### config.mk
export PLATFORM = sky130hd
export DESIGN_NAME = light_screen_status_logic
export DESIGN_NICKNAME = d
export VERILOG_FILES = /design/src/screen_status_pkg.sv /design/src/light_screen_status_logic.sv
export VERILOG_INCLUDE_DIRS = /design/src /design/src/src
export SDC_FILE = /design/constraint.sdc
export NUM_CORES = 1
export LEC_CHECK = 0
export BUFFER_PORTS_ARGS = -buffer_cell sky130_fd_sc_hd__buf_4
export CAP_MARGIN = 25
export CORE_UTILIZATION = 36
export DETAILED_ROUTE_END_ITERATION = 10
export GPL_TIMING_DRIVEN = 0
export SLEW_MARGIN = 20
export SYNTH_ARGS = -nofsm -noshare
export SYNTH_HDL_FRONTEND = slang
export SYNTH_SLANG_ARGS = --single-unit
### constraint.sdc
create_clock -name CLK -period 10.9 [get_ports CLK]
set_input_delay 3.27 -clock CLK [delete_from_list [all_inputs] [get_ports CLK]]
set_output_delay 3.27 -clock CLK [all_outputs]
set_load 0.01 [all_outputs]
### src/screen_status_defines.svh
`ifndef SCREEN_STATUS_DEFINES_SVH
`define SCREEN_STATUS_DEFINES_SVH
// ----------------------------------------
// Register offsets
// ----------------------------------------
`define OFS_CONFIG 8'h00
`define OFS_STATUS 8'h04
`define OFS_IRQ_STATUS 8'h08
`define OFS_IRQ_CLEAR 8'h0C
`define OFS_IRQ_ENABLE 8'h10
`define OFS_FAULT 8'h14
// ----------------------------------------
// Config fields and reset values
// ----------------------------------------
`define CFG_MANUAL_BIT 0
`define CFG_FEEDBACK_LSB 1
`define CFG_COARSE_BIT 3
`define CFG_SELECT_BIT 4
`define CFG_RESET_VAL 8'h02
// ----------------------------------------
// Timing
// ----------------------------------------
`define CLK_HZ 40000000
`define FLASH_MS 250
`define FLASH_CYC ((`CLK_HZ / 1000) * `FLASH_MS)
`define SELFTEST_MS 1000
`define SELFTEST_CYC ((`CLK_HZ / 1000) * `SELFTEST_MS)
`define SHOWCODE_MS 1000
`define SHOWCODE_CYC ((`CLK_HZ / 1000) * `SHOWCODE_MS)
`define RESET_MIN_MS 100
`define RESET_MIN_CYC ((`CLK_HZ / 1000) * `RESET_MIN_MS)
`define RESET_MAX_MS 2000
`define RESET_MAX_CYC ((`CLK_HZ / 1000) * `RESET_MAX_MS)
`endif

### src/screen_status_pkg.sv
package screen_status_pkg;
    // ----------------------------------------
    // System states
    // ----------------------------------------
    typedef enum logic [2:0]
    {
        ST_SELFTEST,
        ST_SHOWCODE,
        ST_LOCKOUT,
        ST_TEST,
        ST_LATCH,
        ST_CLEAR,
        ST_BLOCKED
    } sys_state_t;
    // Bicolour lamp drive
    typedef struct packed
    {
        logic red;
        logic green;
    } lamp_t;
    // Interrupt event layout
    typedef struct packed
    {
        logic reset_taken;
        logic lockout;
        logic cleared;
        logic blocked;
    } events_t;
endpackage : screen_status_pkg

### src/light_screen_status_logic.sv
// The implementer's own choices: the plain strobed port and the placing of the registers.
`include "screen_status_defines.svh"
// Overview of operation
// - Fault halt: status single-flashes red, zone and reset lamps dark.
// - Emitter in normal operation shows steady green status.
// - Emitter test input open: test mode, status flashes green.
// - Manual restart, beams clear, no reset: red status, reset double-flash, zones green.
// - Manual restart: outputs on only when all clear and after valid reset.
// - Clear state: status green or flashing green with coarse mode, reset yellow.
// - Blocked: red status, yellow reset, blocked zones red, blocked count displayed.
// - First beam blocked: zone one red, every other zone off.
// - Sync comes from beam one; its loss stops evaluating other beams.
// - Test input open: display total beams minus one, all zones red.
// - Defaults: auto restart, two-channel feedback, coarse off, select code one.
// - Power-up flashes all indicators then shows the select code.
// - Auto restart: status red for as long as any beam is interrupted.
module light_screen_status_logic #(
    parameter int BEAMS = 16,
    parameter int ZONES = 8,
    parameter int FLASH_CYC = `FLASH_CYC,
    parameter int SELFTEST_CYC = `SELFTEST_CYC,
    parameter int SHOWCODE_CYC = `SHOWCODE_CYC,
    parameter int RESET_MIN_CYC = `RESET_MIN_CYC,
    parameter int RESET_MAX_CYC = `RESET_MAX_CYC
) (
    input wire logic CLK,
    input wire logic RESET_N,
    input wire logic [BEAMS-1:0] BEAM_BLOCKED,
    input wire logic FAULT,
    input wire logic TEST_OPEN,
    input wire logic RESET_SWITCH,
    input wire logic [7:0] ADDR,
    input wire logic [31:0] WDATA,
    input wire logic WR,
    input wire logic RD,
    output logic [31:0] RDATA,
    output screen_status_pkg::lamp_t RX_STATUS_LAMP,
    output screen_status_pkg::lamp_t TX_STATUS_LAMP,
    output logic RESET_LAMP,
    output screen_status_pkg::lamp_t [ZONES-1:0] ZONE_LAMP,
    output logic [11:0] DISPLAY,
    output logic [1:0] SAFETY_OUTPUT_PAIR,
    output logic IRQ
);
    localparam int BPZ = BEAMS / ZONES;
    // ----------------------------------------
    // Pin synchronisers
    // ----------------------------------------
    logic [2:0] tst_s_r, rst_s_r;
    logic tst_r, rsw_r;
    // Three stages; a change counts only when stages two and three agree
    always_ff @(posedge CLK)
    begin
        if (!RESET_N)
        begin
            tst_s_r <= 3'h0;
            rst_s_r <= 3'h0;
            tst_r <= 1'b0;
            rsw_r <= 1'b0;
        end
        else
        begin
            tst_s_r <= {tst_s_r[1:0], TEST_OPEN};
            rst_s_r <= {rst_s_r[1:0], RESET_SWITCH};
            if (tst_s_r[1] == tst_s_r[2])
                tst_r <= tst_s_r[2];
            if (rst_s_r[1] == rst_s_r[2])
                rsw_r <= rst_s_r[2];
        end
    end
    // ----------------------------------------
    // Configuration and registers
    // ----------------------------------------
    logic [7:0] cfg_r;
    logic [3:0] irq_en_r;
    screen_status_pkg::events_t irq_st_r, ev;
    logic clr_wr;
    assign clr_wr = WR && ADDR == `OFS_IRQ_CLEAR;
    // Config resets to auto restart, two-channel feedback, coarse off, code one
    always_ff @(posedge CLK)
    begin
        if (!RESET_N)
            cfg_r <= `CFG_RESET_VAL;
        else if (WR && ADDR == `OFS_CONFIG)
            cfg_r <= WDATA[7:0];
    end
    always_ff @(posedge CLK)
    begin
        if (!RESET_N)
            irq_en_r <= 4'h0;
        else if (WR && ADDR == `OFS_IRQ_ENABLE)
            irq_en_r <= WDATA[3:0];
    end
    // Set wins over a clear in the same cycle
    always_ff @(posedge CLK)
    begin
        if (!RESET_N)
            irq_st_r <= '0;
        else
            irq_st_r <= (irq_st_r & ~(clr_wr ? WDATA[3:0] : 4'h0)) | ev;
    end
    always_ff @(posedge CLK)
    begin
        if (!RESET_N)
            IRQ <= 1'b0;
        else
            IRQ <= |(irq_st_r & irq_en_r);
    end
    // ----------------------------------------
    // Beam evaluation
    // ----------------------------------------
    // Without beam one there is no sync, so the rest cannot be judged
    function automatic logic [BEAMS-1:0] seen(input logic [BEAMS-1:0] b);
        seen = b[0] ? {{(BEAMS-1){1'b0}}, 1'b1} : b;
    endfunction : seen
    function automatic logic [11:0] popcount(input logic [BEAMS-1:0] b);
        popcount = 12'h000;
        for (int i = 0; i < BEAMS; i++)
            popcount = popcount + 12'(b[i]);
    endfunction : popcount
    logic [BEAMS-1:0] eff;
    logic any_blk;
    assign eff = seen(BEAM_BLOCKED);
    assign any_blk = |eff;
    // ----------------------------------------
    // State machine and reset qualification
    // ----------------------------------------
    screen_status_pkg::sys_state_t st_r, st_nxt;
    logic [31:0] tmr_r, rhold_r;
    logic rsw_d_r, reset_ok;
    // Operator holds at least a tenth of a second, never beyond two seconds
    assign reset_ok = rsw_d_r && !rsw_r && rhold_r >= 32'(RESET_MIN_CYC)
                      && rhold_r <= 32'(RESET_MAX_CYC);
    always_ff @(posedge CLK)
    begin
        if (!RESET_N)
        begin
            rsw_d_r <= 1'b0;
            rhold_r <= 32'h0;
        end
        else
        begin
            rsw_d_r <= rsw_r;
            rhold_r <= rsw_r ? rhold_r + 32'h1 : 32'h0;
        end
    end
    always_comb
    begin
        st_nxt = st_r;
        case (st_r)
            screen_status_pkg::ST_SELFTEST:
                if (tmr_r >= 32'(SELFTEST_CYC - 1))
                    st_nxt = screen_status_pkg::ST_SHOWCODE;
            screen_status_pkg::ST_SHOWCODE:
                if (tmr_r >= 32'(SHOWCODE_CYC - 1))
                    st_nxt = screen_status_pkg::ST_BLOCKED;
            screen_status_pkg::ST_LOCKOUT:
                st_nxt = screen_status_pkg::ST_LOCKOUT;
            screen_status_pkg::ST_TEST:
                if (!tst_r)
                    st_nxt = screen_status_pkg::ST_BLOCKED;
            screen_status_pkg::ST_LATCH:
                if (any_blk)
                    st_nxt = screen_status_pkg::ST_BLOCKED;
                else if (reset_ok)
                    st_nxt = screen_status_pkg::ST_CLEAR;
            screen_status_pkg::ST_CLEAR:
                if (any_blk)
                    st_nxt = screen_status_pkg::ST_BLOCKED;
            screen_status_pkg::ST_BLOCKED:
                if (!any_blk)
                    st_nxt = cfg_r[`CFG_MANUAL_BIT] ? screen_status_pkg::ST_LATCH
                                                    : screen_status_pkg::ST_CLEAR;
            default:
                st_nxt = screen_status_pkg::ST_LOCKOUT;
        endcase
        // Past self-test and code display, fault overrides all; test mode overrides beam results
        if (st_r != screen_status_pkg::ST_SELFTEST && st_r != screen_status_pkg::ST_SHOWCODE)
        begin
            if (FAULT)
                st_nxt = screen_status_pkg::ST_LOCKOUT;
            else if (tst_r && st_r != screen_status_pkg::ST_LOCKOUT)
                st_nxt = screen_status_pkg::ST_TEST;
        end
    end
    always_ff @(posedge CLK)
    begin
        if (!RESET_N)
        begin
            st_r <= screen_status_pkg::ST_SELFTEST;
            tmr_r <= 32'h0;
        end
        else
        begin
            st_r <= st_nxt;
            tmr_r <= (st_nxt != st_r) ? 32'h0 : tmr_r + 32'h1;
        end
    end
    assign ev.blocked = st_nxt == screen_status_pkg::ST_BLOCKED
                        && st_r != screen_status_pkg::ST_BLOCKED;
    assign ev.cleared = st_nxt == screen_status_pkg::ST_CLEAR
                        && st_r != screen_status_pkg::ST_CLEAR;
    assign ev.lockout = st_nxt == screen_status_pkg::ST_LOCKOUT
                        && st_r != screen_status_pkg::ST_LOCKOUT;
    assign ev.reset_taken = reset_ok && st_r == screen_status_pkg::ST_LATCH && !any_blk;
    // ----------------------------------------
    // Flash pattern timing
    // ----------------------------------------
    logic [31:0] ftmr_r;
    logic [1:0] phase_r;
    always_ff @(posedge CLK)
    begin
        if (!RESET_N)
        begin
            ftmr_r <= 32'h0;
            phase_r <= 2'h0;
        end
        else if (ftmr_r >= 32'(FLASH_CYC - 1))
        begin
            ftmr_r <= 32'h0;
            phase_r <= phase_r + 2'h1;
        end
        else
            ftmr_r <= ftmr_r + 32'h1;
    end
    logic single_f, double_f, blink_f;
    assign single_f = phase_r == 2'h0; // One pulse per four phases
    // Two short pulses in every four phases
    assign double_f = (phase_r == 2'h0) || (phase_r == 2'h2);
    assign blink_f = phase_r[0];
    // ----------------------------------------
    // Indicator and output drive
    // ----------------------------------------
    always_ff @(posedge CLK)
    begin
        if (!RESET_N)
        begin
            RX_STATUS_LAMP <= '0;
            TX_STATUS_LAMP <= '0;
            RESET_LAMP <= 1'b0;
            ZONE_LAMP <= '0;
            DISPLAY <= 12'h000;
            SAFETY_OUTPUT_PAIR <= 2'h0;
        end
        else
        begin
            TX_STATUS_LAMP <= '{red: 1'b0, green: 1'b1};
            SAFETY_OUTPUT_PAIR <= 2'h0;
            case (st_r)
                screen_status_pkg::ST_SELFTEST:
                begin
                    RX_STATUS_LAMP <= {blink_f, blink_f};
                    TX_STATUS_LAMP <= {blink_f, blink_f};
                    RESET_LAMP <= blink_f;
                    ZONE_LAMP <= {ZONES{blink_f, blink_f}};
                    DISPLAY <= 12'hFFF;
                end
                screen_status_pkg::ST_SHOWCODE:
                begin
                    RX_STATUS_LAMP <= '0;
                    RESET_LAMP <= 1'b0;
                    ZONE_LAMP <= '0;
                    DISPLAY <= 12'(cfg_r[`CFG_SELECT_BIT]) + 12'h001;
                end
                screen_status_pkg::ST_LOCKOUT:
                begin
                    RX_STATUS_LAMP <= '{red: single_f, green: 1'b0};
                    TX_STATUS_LAMP <= '{red: single_f, green: 1'b0};
                    RESET_LAMP <= 1'b0;
                    ZONE_LAMP <= '0;
                    DISPLAY <= 12'h000;
                end
                screen_status_pkg::ST_TEST:
                begin
                    TX_STATUS_LAMP <= '{red: 1'b0, green: blink_f};
                    RX_STATUS_LAMP <= '{red: 1'b1, green: 1'b0};
                    RESET_LAMP <= 1'b1;
                    ZONE_LAMP <= {ZONES{2'b10}};
                    DISPLAY <= 12'(BEAMS - 1);
                end
                screen_status_pkg::ST_LATCH:
                begin
                    RX_STATUS_LAMP <= '{red: 1'b1, green: 1'b0};
                    RESET_LAMP <= double_f;
                    ZONE_LAMP <= {ZONES{2'b01}};
                    DISPLAY <= 12'h000;
                end
                screen_status_pkg::ST_CLEAR:
                begin
                    RX_STATUS_LAMP <= '{red: 1'b0,
                        green: cfg_r[`CFG_COARSE_BIT] ? blink_f : 1'b1};
                    RESET_LAMP <= 1'b1;
                    ZONE_LAMP <= {ZONES{2'b01}};
                    DISPLAY <= 12'h000;
                    SAFETY_OUTPUT_PAIR <= 2'h3;
                end
                default:
                begin
                    RX_STATUS_LAMP <= '{red: 1'b1, green: 1'b0};
                    RESET_LAMP <= 1'b1;
                    DISPLAY <= popcount(eff);
                    for (int z = 0; z < ZONES; z++)
                    begin
                        if (BEAM_BLOCKED[0])
                            ZONE_LAMP[z] <= (z == 0) ? 2'b10 : 2'b00;
                        else
                            ZONE_LAMP[z] <= (|eff[z*BPZ +: BPZ]) ? 2'b10 : 2'b01;
                    end
                end
            endcase
        end
    end
    // ----------------------------------------
    // Register read port
    // ----------------------------------------
    always_ff @(posedge CLK)
    begin
        if (!RESET_N)
            RDATA <= 32'h0;
        else if (RD)
            case (ADDR)
                `OFS_CONFIG: RDATA <= {24'h0, cfg_r};
                `OFS_STATUS: RDATA <= {17'h0, DISPLAY, st_r};
                `OFS_IRQ_STATUS: RDATA <= {28'h0, irq_st_r};
                `OFS_IRQ_ENABLE: RDATA <= {28'h0, irq_en_r};
                default: RDATA <= 32'h0;
            endcase
        else
            RDATA <= 32'h0;
    end
    // ----------------------------------------
    // Checks
    // ----------------------------------------
    AST_FAULT_LOCK: assert property (@(posedge CLK) disable iff (!RESET_N)
        st_r == screen_status_pkg::ST_LOCKOUT |=> RESET_LAMP == 1'b0 && ZONE_LAMP == '0)
        else $error("lockout lamps lit");
    AST_OUT_ONLY_CLEAR: assert property (@(posedge CLK) disable iff (!RESET_N)
        SAFETY_OUTPUT_PAIR != 2'h0 |-> $past(st_r) == screen_status_pkg::ST_CLEAR)
        else $error("outputs on outside clear");
    AST_LATCH_HOLD: assert property (@(posedge CLK) disable iff (!RESET_N)
        st_r == screen_status_pkg::ST_LATCH && !reset_ok && !FAULT && !tst_r
        |=> st_r != screen_status_pkg::ST_CLEAR)
        else $error("latch left without reset");
    AST_BLOCK_RED: assert property (@(posedge CLK) disable iff (!RESET_N)
        st_r == screen_status_pkg::ST_BLOCKED |=> RX_STATUS_LAMP.red && !RX_STATUS_LAMP.green)
        else $error("blocked not red");
    AST_AUTO_CLEAR: assert property (@(posedge CLK) disable iff (!RESET_N)
        st_r == screen_status_pkg::ST_BLOCKED && !any_blk && !FAULT && !tst_r
        && !cfg_r[`CFG_MANUAL_BIT] |=> st_r == screen_status_pkg::ST_CLEAR)
        else $error("auto restart missing");
    AST_TEST_DISP: assert property (@(posedge CLK) disable iff (!RESET_N)
        st_r == screen_status_pkg::ST_TEST |=> DISPLAY == 12'(BEAMS - 1))
        else $error("test display wrong");
    AST_BEAM1: assert property (@(posedge CLK) disable iff (!RESET_N)
        st_r == screen_status_pkg::ST_BLOCKED && BEAM_BLOCKED[0]
        |=> ZONE_LAMP[0] == 2'b10 && DISPLAY == 12'h001)
        else $error("beam one view wrong");
    AST_TX_GREEN: assert property (@(posedge CLK) disable iff (!RESET_N)
        st_r == screen_status_pkg::ST_CLEAR |=> TX_STATUS_LAMP == 2'b01)
        else $error("emitter not green");
endmodule : light_screen_status_logic

==> results.cfg, run 1 <==
[die]
die_w_microns = 150
core-area_sq_um = 21200
start_util = 0.370
die_h_microns = 150
ios = 131
die_area_sq_um = 22400
rows = 53

[placement]
dp.cells = 1311
gp_congestion = 0.872
detailed_place_hpwl_microns = 13000
place.port_buffers = 89

[setup_path]
cp-start-kind = input port
path_cells = buf_4, clkbuf_1, clkbuf_1, or2b_1, fa_1, fa_1, fa_1, fa_1, inv_1, ha_1, inv_1, fa_1, xor2_1, o21ai_0, a21oi_1, nor2_1
path_max_fanout = 10
crit_type = input port to flop
max_stage_delay_ns = 0.57
end_kind = flop
crit_buf_inv = 5
crit_family = adder cells
critPathArrivalTime_ns = 7.28
cp_slowest_cell = fa_1
worst_path_most_repeated_cell = fa_1
required_ns = 11.20

[timing]
fin_worst_skew_ns = 0.00730
max-slew-margin-rel = 0.395
tightest_slew_ns = 0.905
fin_crit_sh = 0.640
tns_ns = 0
final_max_slew_viol_count = 0
finalCriticalPeriod_ns = 6.98
rsz0062_at_grt = no
hold_viol_final = 0
setup-violations-final = 0
fmax_mhz = 143

[cts]
cts_sinks = 164
htreeDepth = 4
cts_root_buf = clkbuf_16
cts_resized = 0
clk_pin_slew_worst_paths_ns = 0.07
cts_setup_buffers = 0
cts_buffer_depth = 2
cts_tree = yes
cts_hold_repair.buffers = 0
clock_latency_ns = 0.43
cts-buffers-inserted = 17

[layout]
fin_nets = 1139
postLayoutCoreUtil = 0.450
layout_commonest_cell = dfxtp_1
drive_gt1_frac = 0.195
mostFrequentLayoutCells = dfxtp_1 (164), nand2_1 (122), buf_4 (119)
areaGrowthSynthToFinish_pct = 21.7
antenna_cells = 0
fin_cells = 1343

[synth]
synth_seq_cells = 164
synth_area_leaders = dfxtp_1 (42%), nand2_1 (5.8%), xor2_1 (5.6%), nor2_1 (5.1%), a21oi_1 (3.4%)
syn_area_per_cell_sq_um = 8.50
synth.largest_area_cell = dfxtp_1
synth.distinct_cells = 62
synth_edf_count = 0
syn_area_sq_um = 7850
synth_top_family_by_area = simple AND/OR/NAND/NOR gates
yosys_warnings = 0
ys.flop_type = dfxtp_1
async_flop_share = 0
yosysTopAreaCellShare = 0.419
synthMuxAreaShare = 0.00255
synth_compound_area_frac = 0.134
synth-adder-area-share = 0.0421
ys_seq_area_frac = 0.419
synth-xor-area-share = 0.0871
synth_simple_gate_area_frac = 0.248
synth_cells = 923

[global_route]
grt_pass1_wl_microns = 29100
antenna_found_initial = 0
grt_max_degree = 17
overflow = 0
grt_pass1_vias = 5890
track_usage = 0.164

[detailed_routing]
drcViolationCount = 0
wirelength_microns = 17900
ant_nets = 0
viasPerCell = 4.93
drtIter0Drc = 413
avgRoutedWirePerCell_microns = 13.3
dr.pass1.iters = 8
num_vias = 6616

[power]
p_leak_nw = 3.69
ir_worst_vdd_v = 0.0000931
swShare = 0.247
pwr-share-comb = 0.085
p_int_w = 0.00101
seqPwrFrac = 0.458
power.share.clock = 0.457
switchingPower_w = 0.000331
p_per_area_nw_per_um2 = 140

[run_status]
status = completed

[min_path]
min_path_type = flop to flop

[job]
drv_cap = 0
[worst paths after layout]
kind	from	end	slack [ns]	depth (start not counted)
max	BEAM_BLOCKED[0]	DISPLAY[2]	3.92	16
min reg2reg	rst_s_r[0]	rst_s_r[1]	0.43	1
min	rst_s_r[0]	rst_s_r[1]	0.43	1
max reg2reg	rhold_r[11]	tmr_r[13]	8.32	9
[through the flow]
stage	hold slack, ns	power, W	setup slack [ns]	area [sq um]
after floorplan	0.412	0.000697	3.95	7940
after global placement	0.415	0.000739	3.54	8950
after detailed placement	0.418	0.000741	3.49	8950
after CTS	0.436	0.00136	3.93	9550
after global routing	0.461	0.00140	3.71	9550
final	0.433	0.00134	3.92	9550
[sequential cells by signal, summed over array words and instances (netlist names), 2 cells and up]
name	cells
DISPLAY	6
RDATA	9
RX_STATUS_LAMP	2
TX_STATUS_LAMP	2
ZONE_LAMP	16
cfg_r	8
ftmr_r	32
irq_en_r	4
irq_st_r	4
phase_r	2
rhold_r	32
rst_s_r	3
st_r	3
tmr_r	32
tst_s_r	3
[synth_stat cells, types with 2 or more instances]
| library cell | number |
|---|---|
| dfxtp_1 | 164 |
| nor3b_1 | 2 |
| or3_1 | 8 |
| o21ai_0 | 25 |
| a222oi_1 | 5 |
| inv_1 | 29 |
| and4_1 | 6 |
| a21oi_2 | 30 |
| nor4_2 | 3 |
| a22oi_1 | 6 |
| or4_1 | 6 |
| nor4_1 | 13 |
| buf_4 | 30 |
| buf_2 | 8 |
| and2_1 | 9 |
| xor2_1 | 50 |
| nor2_1 | 106 |
| nand4_1 | 16 |
| a21oi_1 | 53 |
| ha_1 | 12 |
| o211ai_1 | 2 |
| xnor2_1 | 28 |
| or2_2 | 5 |
| nand2_1 | 122 |
| nand2b_1 | 8 |
| nor4b_1 | 2 |
| o31ai_1 | 3 |
| nor3_1 | 19 |
| and3_1 | 20 |
| a31oi_1 | 7 |
| mux2i_1 | 2 |
| o21ai_1 | 2 |
| a211o_1 | 2 |
| o311a_1 | 3 |
| nand3_1 | 44 |
| buf_1 | 2 |
| a21o_1 | 3 |
| fa_1 | 9 |
| nor2b_1 | 7 |
| clkbuf_1 | 28 |
| buf_6 | 3 |
[power by group through the flow]
stage	Combinational [W]	Sequential (W)	Clock [W]
after floorplan	0.0000683	0.000629	0
after global placement	0.000111	0.000627	0
after detailed placement	0.000114	0.000627	0
after CTS	0.000115	0.000614	0.000628
after global routing	0.000129	0.000615	0.000654
final	0.000114	0.000614	0.000612
[layer usage]
metal | up-vias | global-route usage | part of all wire
li1 | 3378 | - | -
met1 | 3077 | 0.214 | 0.47
met2 | 142 | 0.260 | 0.47
met3 | 19 | 0.0485 | 0.053
met4 | 0 | 0.0454 | 0.013
met5 | - | 0 | 0
[final cells by class]
class | count | area [sq um]
clock buffers | 18 | 429
clock inverters | 14 | 165
repair buffers | 89 | 668
plain buffers | 71 | 412
fillers | 2119 | 11700
flip-flops and latches | 164 | 3280
multi-input cells | 682 | 4140
well taps | 275 | 344
inverters | 30 | 113
[logic make-up after synthesis]
group,Yosys count
compound gates,154
xor+xnor,78
fa+ha+maj,21
buf+inv,101
flops,164
mux,2
other cells,1
simple gates,402
Power figures use the tool's default switching activity.
==> run 2, diff against run 1 <==
Settings changed: ABC_AREA set to 1.
Clock period 10.9 ns to 7.1 ns, I/O delays scaled along.
==> results.cfg, run 2 <==
[run_status]
status = finished with violations
violations = DRC

[synth]
yosys_warnings = 0
synth_compound_area_frac = 0.103
synth_seq_cells = 164
synthMuxAreaShare = 0
synth-adder-area-share = 0.0404
async_flop_share = 0
ys.flop_type = dfxtp_1
synth.distinct_cells = 50
synth_edf_count = 0
synth.most_common_cell = nand2_1
syn_area_sq_um = 8170
synth_top_family_by_area = simple AND/OR/NAND/NOR gates
syn_area_per_cell_sq_um = 7.37
synth_area_leaders = dfxtp_1 (40%), nand2_1 (8.1%), inv_1 (8.0%), nor2_1 (6.7%), a21oi_1 (4.5%)
synth_simple_gate_area_frac = 0.289
synth-xor-area-share = 0.0418
yosysTopAreaCellShare = 0.402
synth.largest_area_cell = dfxtp_1
ys_top_cells_by_count = nand2_1 (177), inv_1 (174), dfxtp_1 (164), nor2_1 (145), a21oi_1 (73)
ys_seq_area_frac = 0.402
synth_cells = 1109

[placement]
detailed_place_hpwl_microns = 13800
place.port_buffers = 88
dp_slack_ns = 1.13
gp_congestion = 0.869

[cts]
cts-buffers-inserted = 17
clk_pin_slew_worst_paths_ns = 0.06
cts_buffer_depth = 2
htreeDepth = 4
cts_hold_repair.buffers = 0
cts_root_buf = clkbuf_16
cts_resized = 0
cts_setup_buffers = 0
clock_latency_ns = 0.43
cts_sinks = 164
cts_tree = yes

[setup_path]
critPathArrivalTime_ns = 5.87
path_cells = buf_6, inv_4, clkbuf_1, nand2_1, fa_1, fa_1, fa_1, fa_1, inv_1, ha_1, inv_1, fa_1, nor2_1, o211ai_1, a21oi_1
path_max_fanout = 10
worst_path_most_repeated_cell = fa_1
cp-start-kind = input port
max_stage_delay_ns = 0.57
required_ns = 7.44
crit_family = adder cells
crit_type = input port to flop
end_kind = flop
cp_slowest_cell = fa_1
crit_buf_inv = 5

[job]
drv_cap = 0

[die]
die_h_microns = 153
core-area_sq_um = 22000
die_w_microns = 153
die_area_sq_um = 23300
start_util = 0.371
rows = 54
ios = 131

[detailed_routing]
avgRoutedWirePerCell_microns = 11.7
wirelength_microns = 18000
num_vias = 7045
drcViolationCount = 9
viasPerCell = 4.59
ant_nets = 0
dr.pass1.iters = 10
drtIter0Drc = 460

[global_route]
overflow = 0
grt_max_degree = 17
grt_pass1_wl_microns = 30400
grt_pass1_vias = 6541
track_usage = 0.159
antenna_found_initial = 0

[timing]
final_max_slew_viol_count = 0
max-slew-margin-rel = 0.431
hold_viol_final = 0
rsz0062_at_grt = no
fin_crit_sh = 0.779
setup-violations-final = 0
finalCriticalPeriod_ns = 5.53
fin_worst_skew_ns = 0.0102
fin_ws_ns = 1.57
tns_ns = 0
tightest_slew_ns = 0.846
fmax_mhz = 181

[layout]
largestRegisters = ftmr_r x32, rhold_r x32, tmr_r x32
antenna_cells = 0
fin_nets = 1326
layout_commonest_cell = nand2_1
drive_gt1_frac = 0.178
areaGrowthSynthToFinish_pct = 21.0
mostFrequentLayoutCells = nand2_1 (177), inv_1 (174), dfxtp_1 (164)

[min_path]
min_path_type = flop to flop

[power]
total_power_w = 0.00207
p_per_area_nw_per_um2 = 209
p_leak_nw = 4.07
ir_worst_vdd_v = 0.000128
run 2: cell types whose count changed in the layout (fill, tap and decap cells not counted), moves of 20 or more:
cell,delta
xor2_1,-27
nor2_1,+39
a21oi_2,-30
a21oi_1,+20
inv_1,+145
nand2_1,+55
nor2_2,+39
run 2: worst paths after layout:
kind / startpoint / endpoint / slack [ns] / cells after the start
hold reg to reg: rst_s_r[0] / rst_s_r[1] / 0.42 / 2
setup / recovery: BEAM_BLOCKED[0] / DISPLAY[4] / 1.57 / 15
setup reg to reg: rhold_r[0] / rhold_r[30] / 4.78 / 12
hold / removal: rst_s_r[0] / rst_s_r[1] / 0.42 / 2
run 2: logic make-up (layout without fill, tap and decap cells):
kind of cell    Yosys count  in the layout
simple gates            506            506
buf+inv                 228            350
flops                   164            164
compound gates          150            150
xor+xnor                 39             39
fa+ha+maj                21             21
other cells               1             25
run 2: area by class of cell:
class / count / area [sq um]
multi-input cells: 741 / 3970
well taps: 280 / 350
repair buffers: 90 / 671
plain buffers: 51 / 344
fillers: 2280 / 12100
inverters: 177 / 667
flip-flops and latches: 164 / 3280
clock buffers: 18 / 429
clock inverters: 14 / 176
run 2: per-layer routing:
metal / routed length [microns] / share of wire / GRT usage
met1: 8820 / 0.49 / 0.209
met3: 632 / 0.035 / 0.0338
met2: 8380 / 0.47 / 0.262
met5: 0 / 0 / 0
met4: 187 / 0.010 / 0.0457
run 2: stage by stage:
stage           util  hold WS [ns]  area [sq um]  instances
2_1_floorplan      -         0.390          8260       1133
3_3_place_gp   0.421         0.396          9270       1501
3_5_place_dp   0.421         0.400          9280       1503
4_1_cts        0.449         0.417          9890       1535
5_1_grt        0.449         0.454          9890       1535
6_report       0.449         0.416          9890       1535
run 2: worst min-delay path: cells and delay by family, from the launching register on:
kind                   cells  cell delay, ns
and+or+nand+nor            1            0.05
buffers and inverters      1            0.04
DFF                        1            0.31
run 2: power breakdown:
group | switching [W] | internal [W] | leakage [nW]
Clock | 0.000392 | 0.000559 | 0.297
Sequential | 0.00000706 | 0.000935 | 1.33
Combinational | 0.0000935 | 0.0000789 | 2.44
Total | 0.000493 | 0.00157 | 4.07
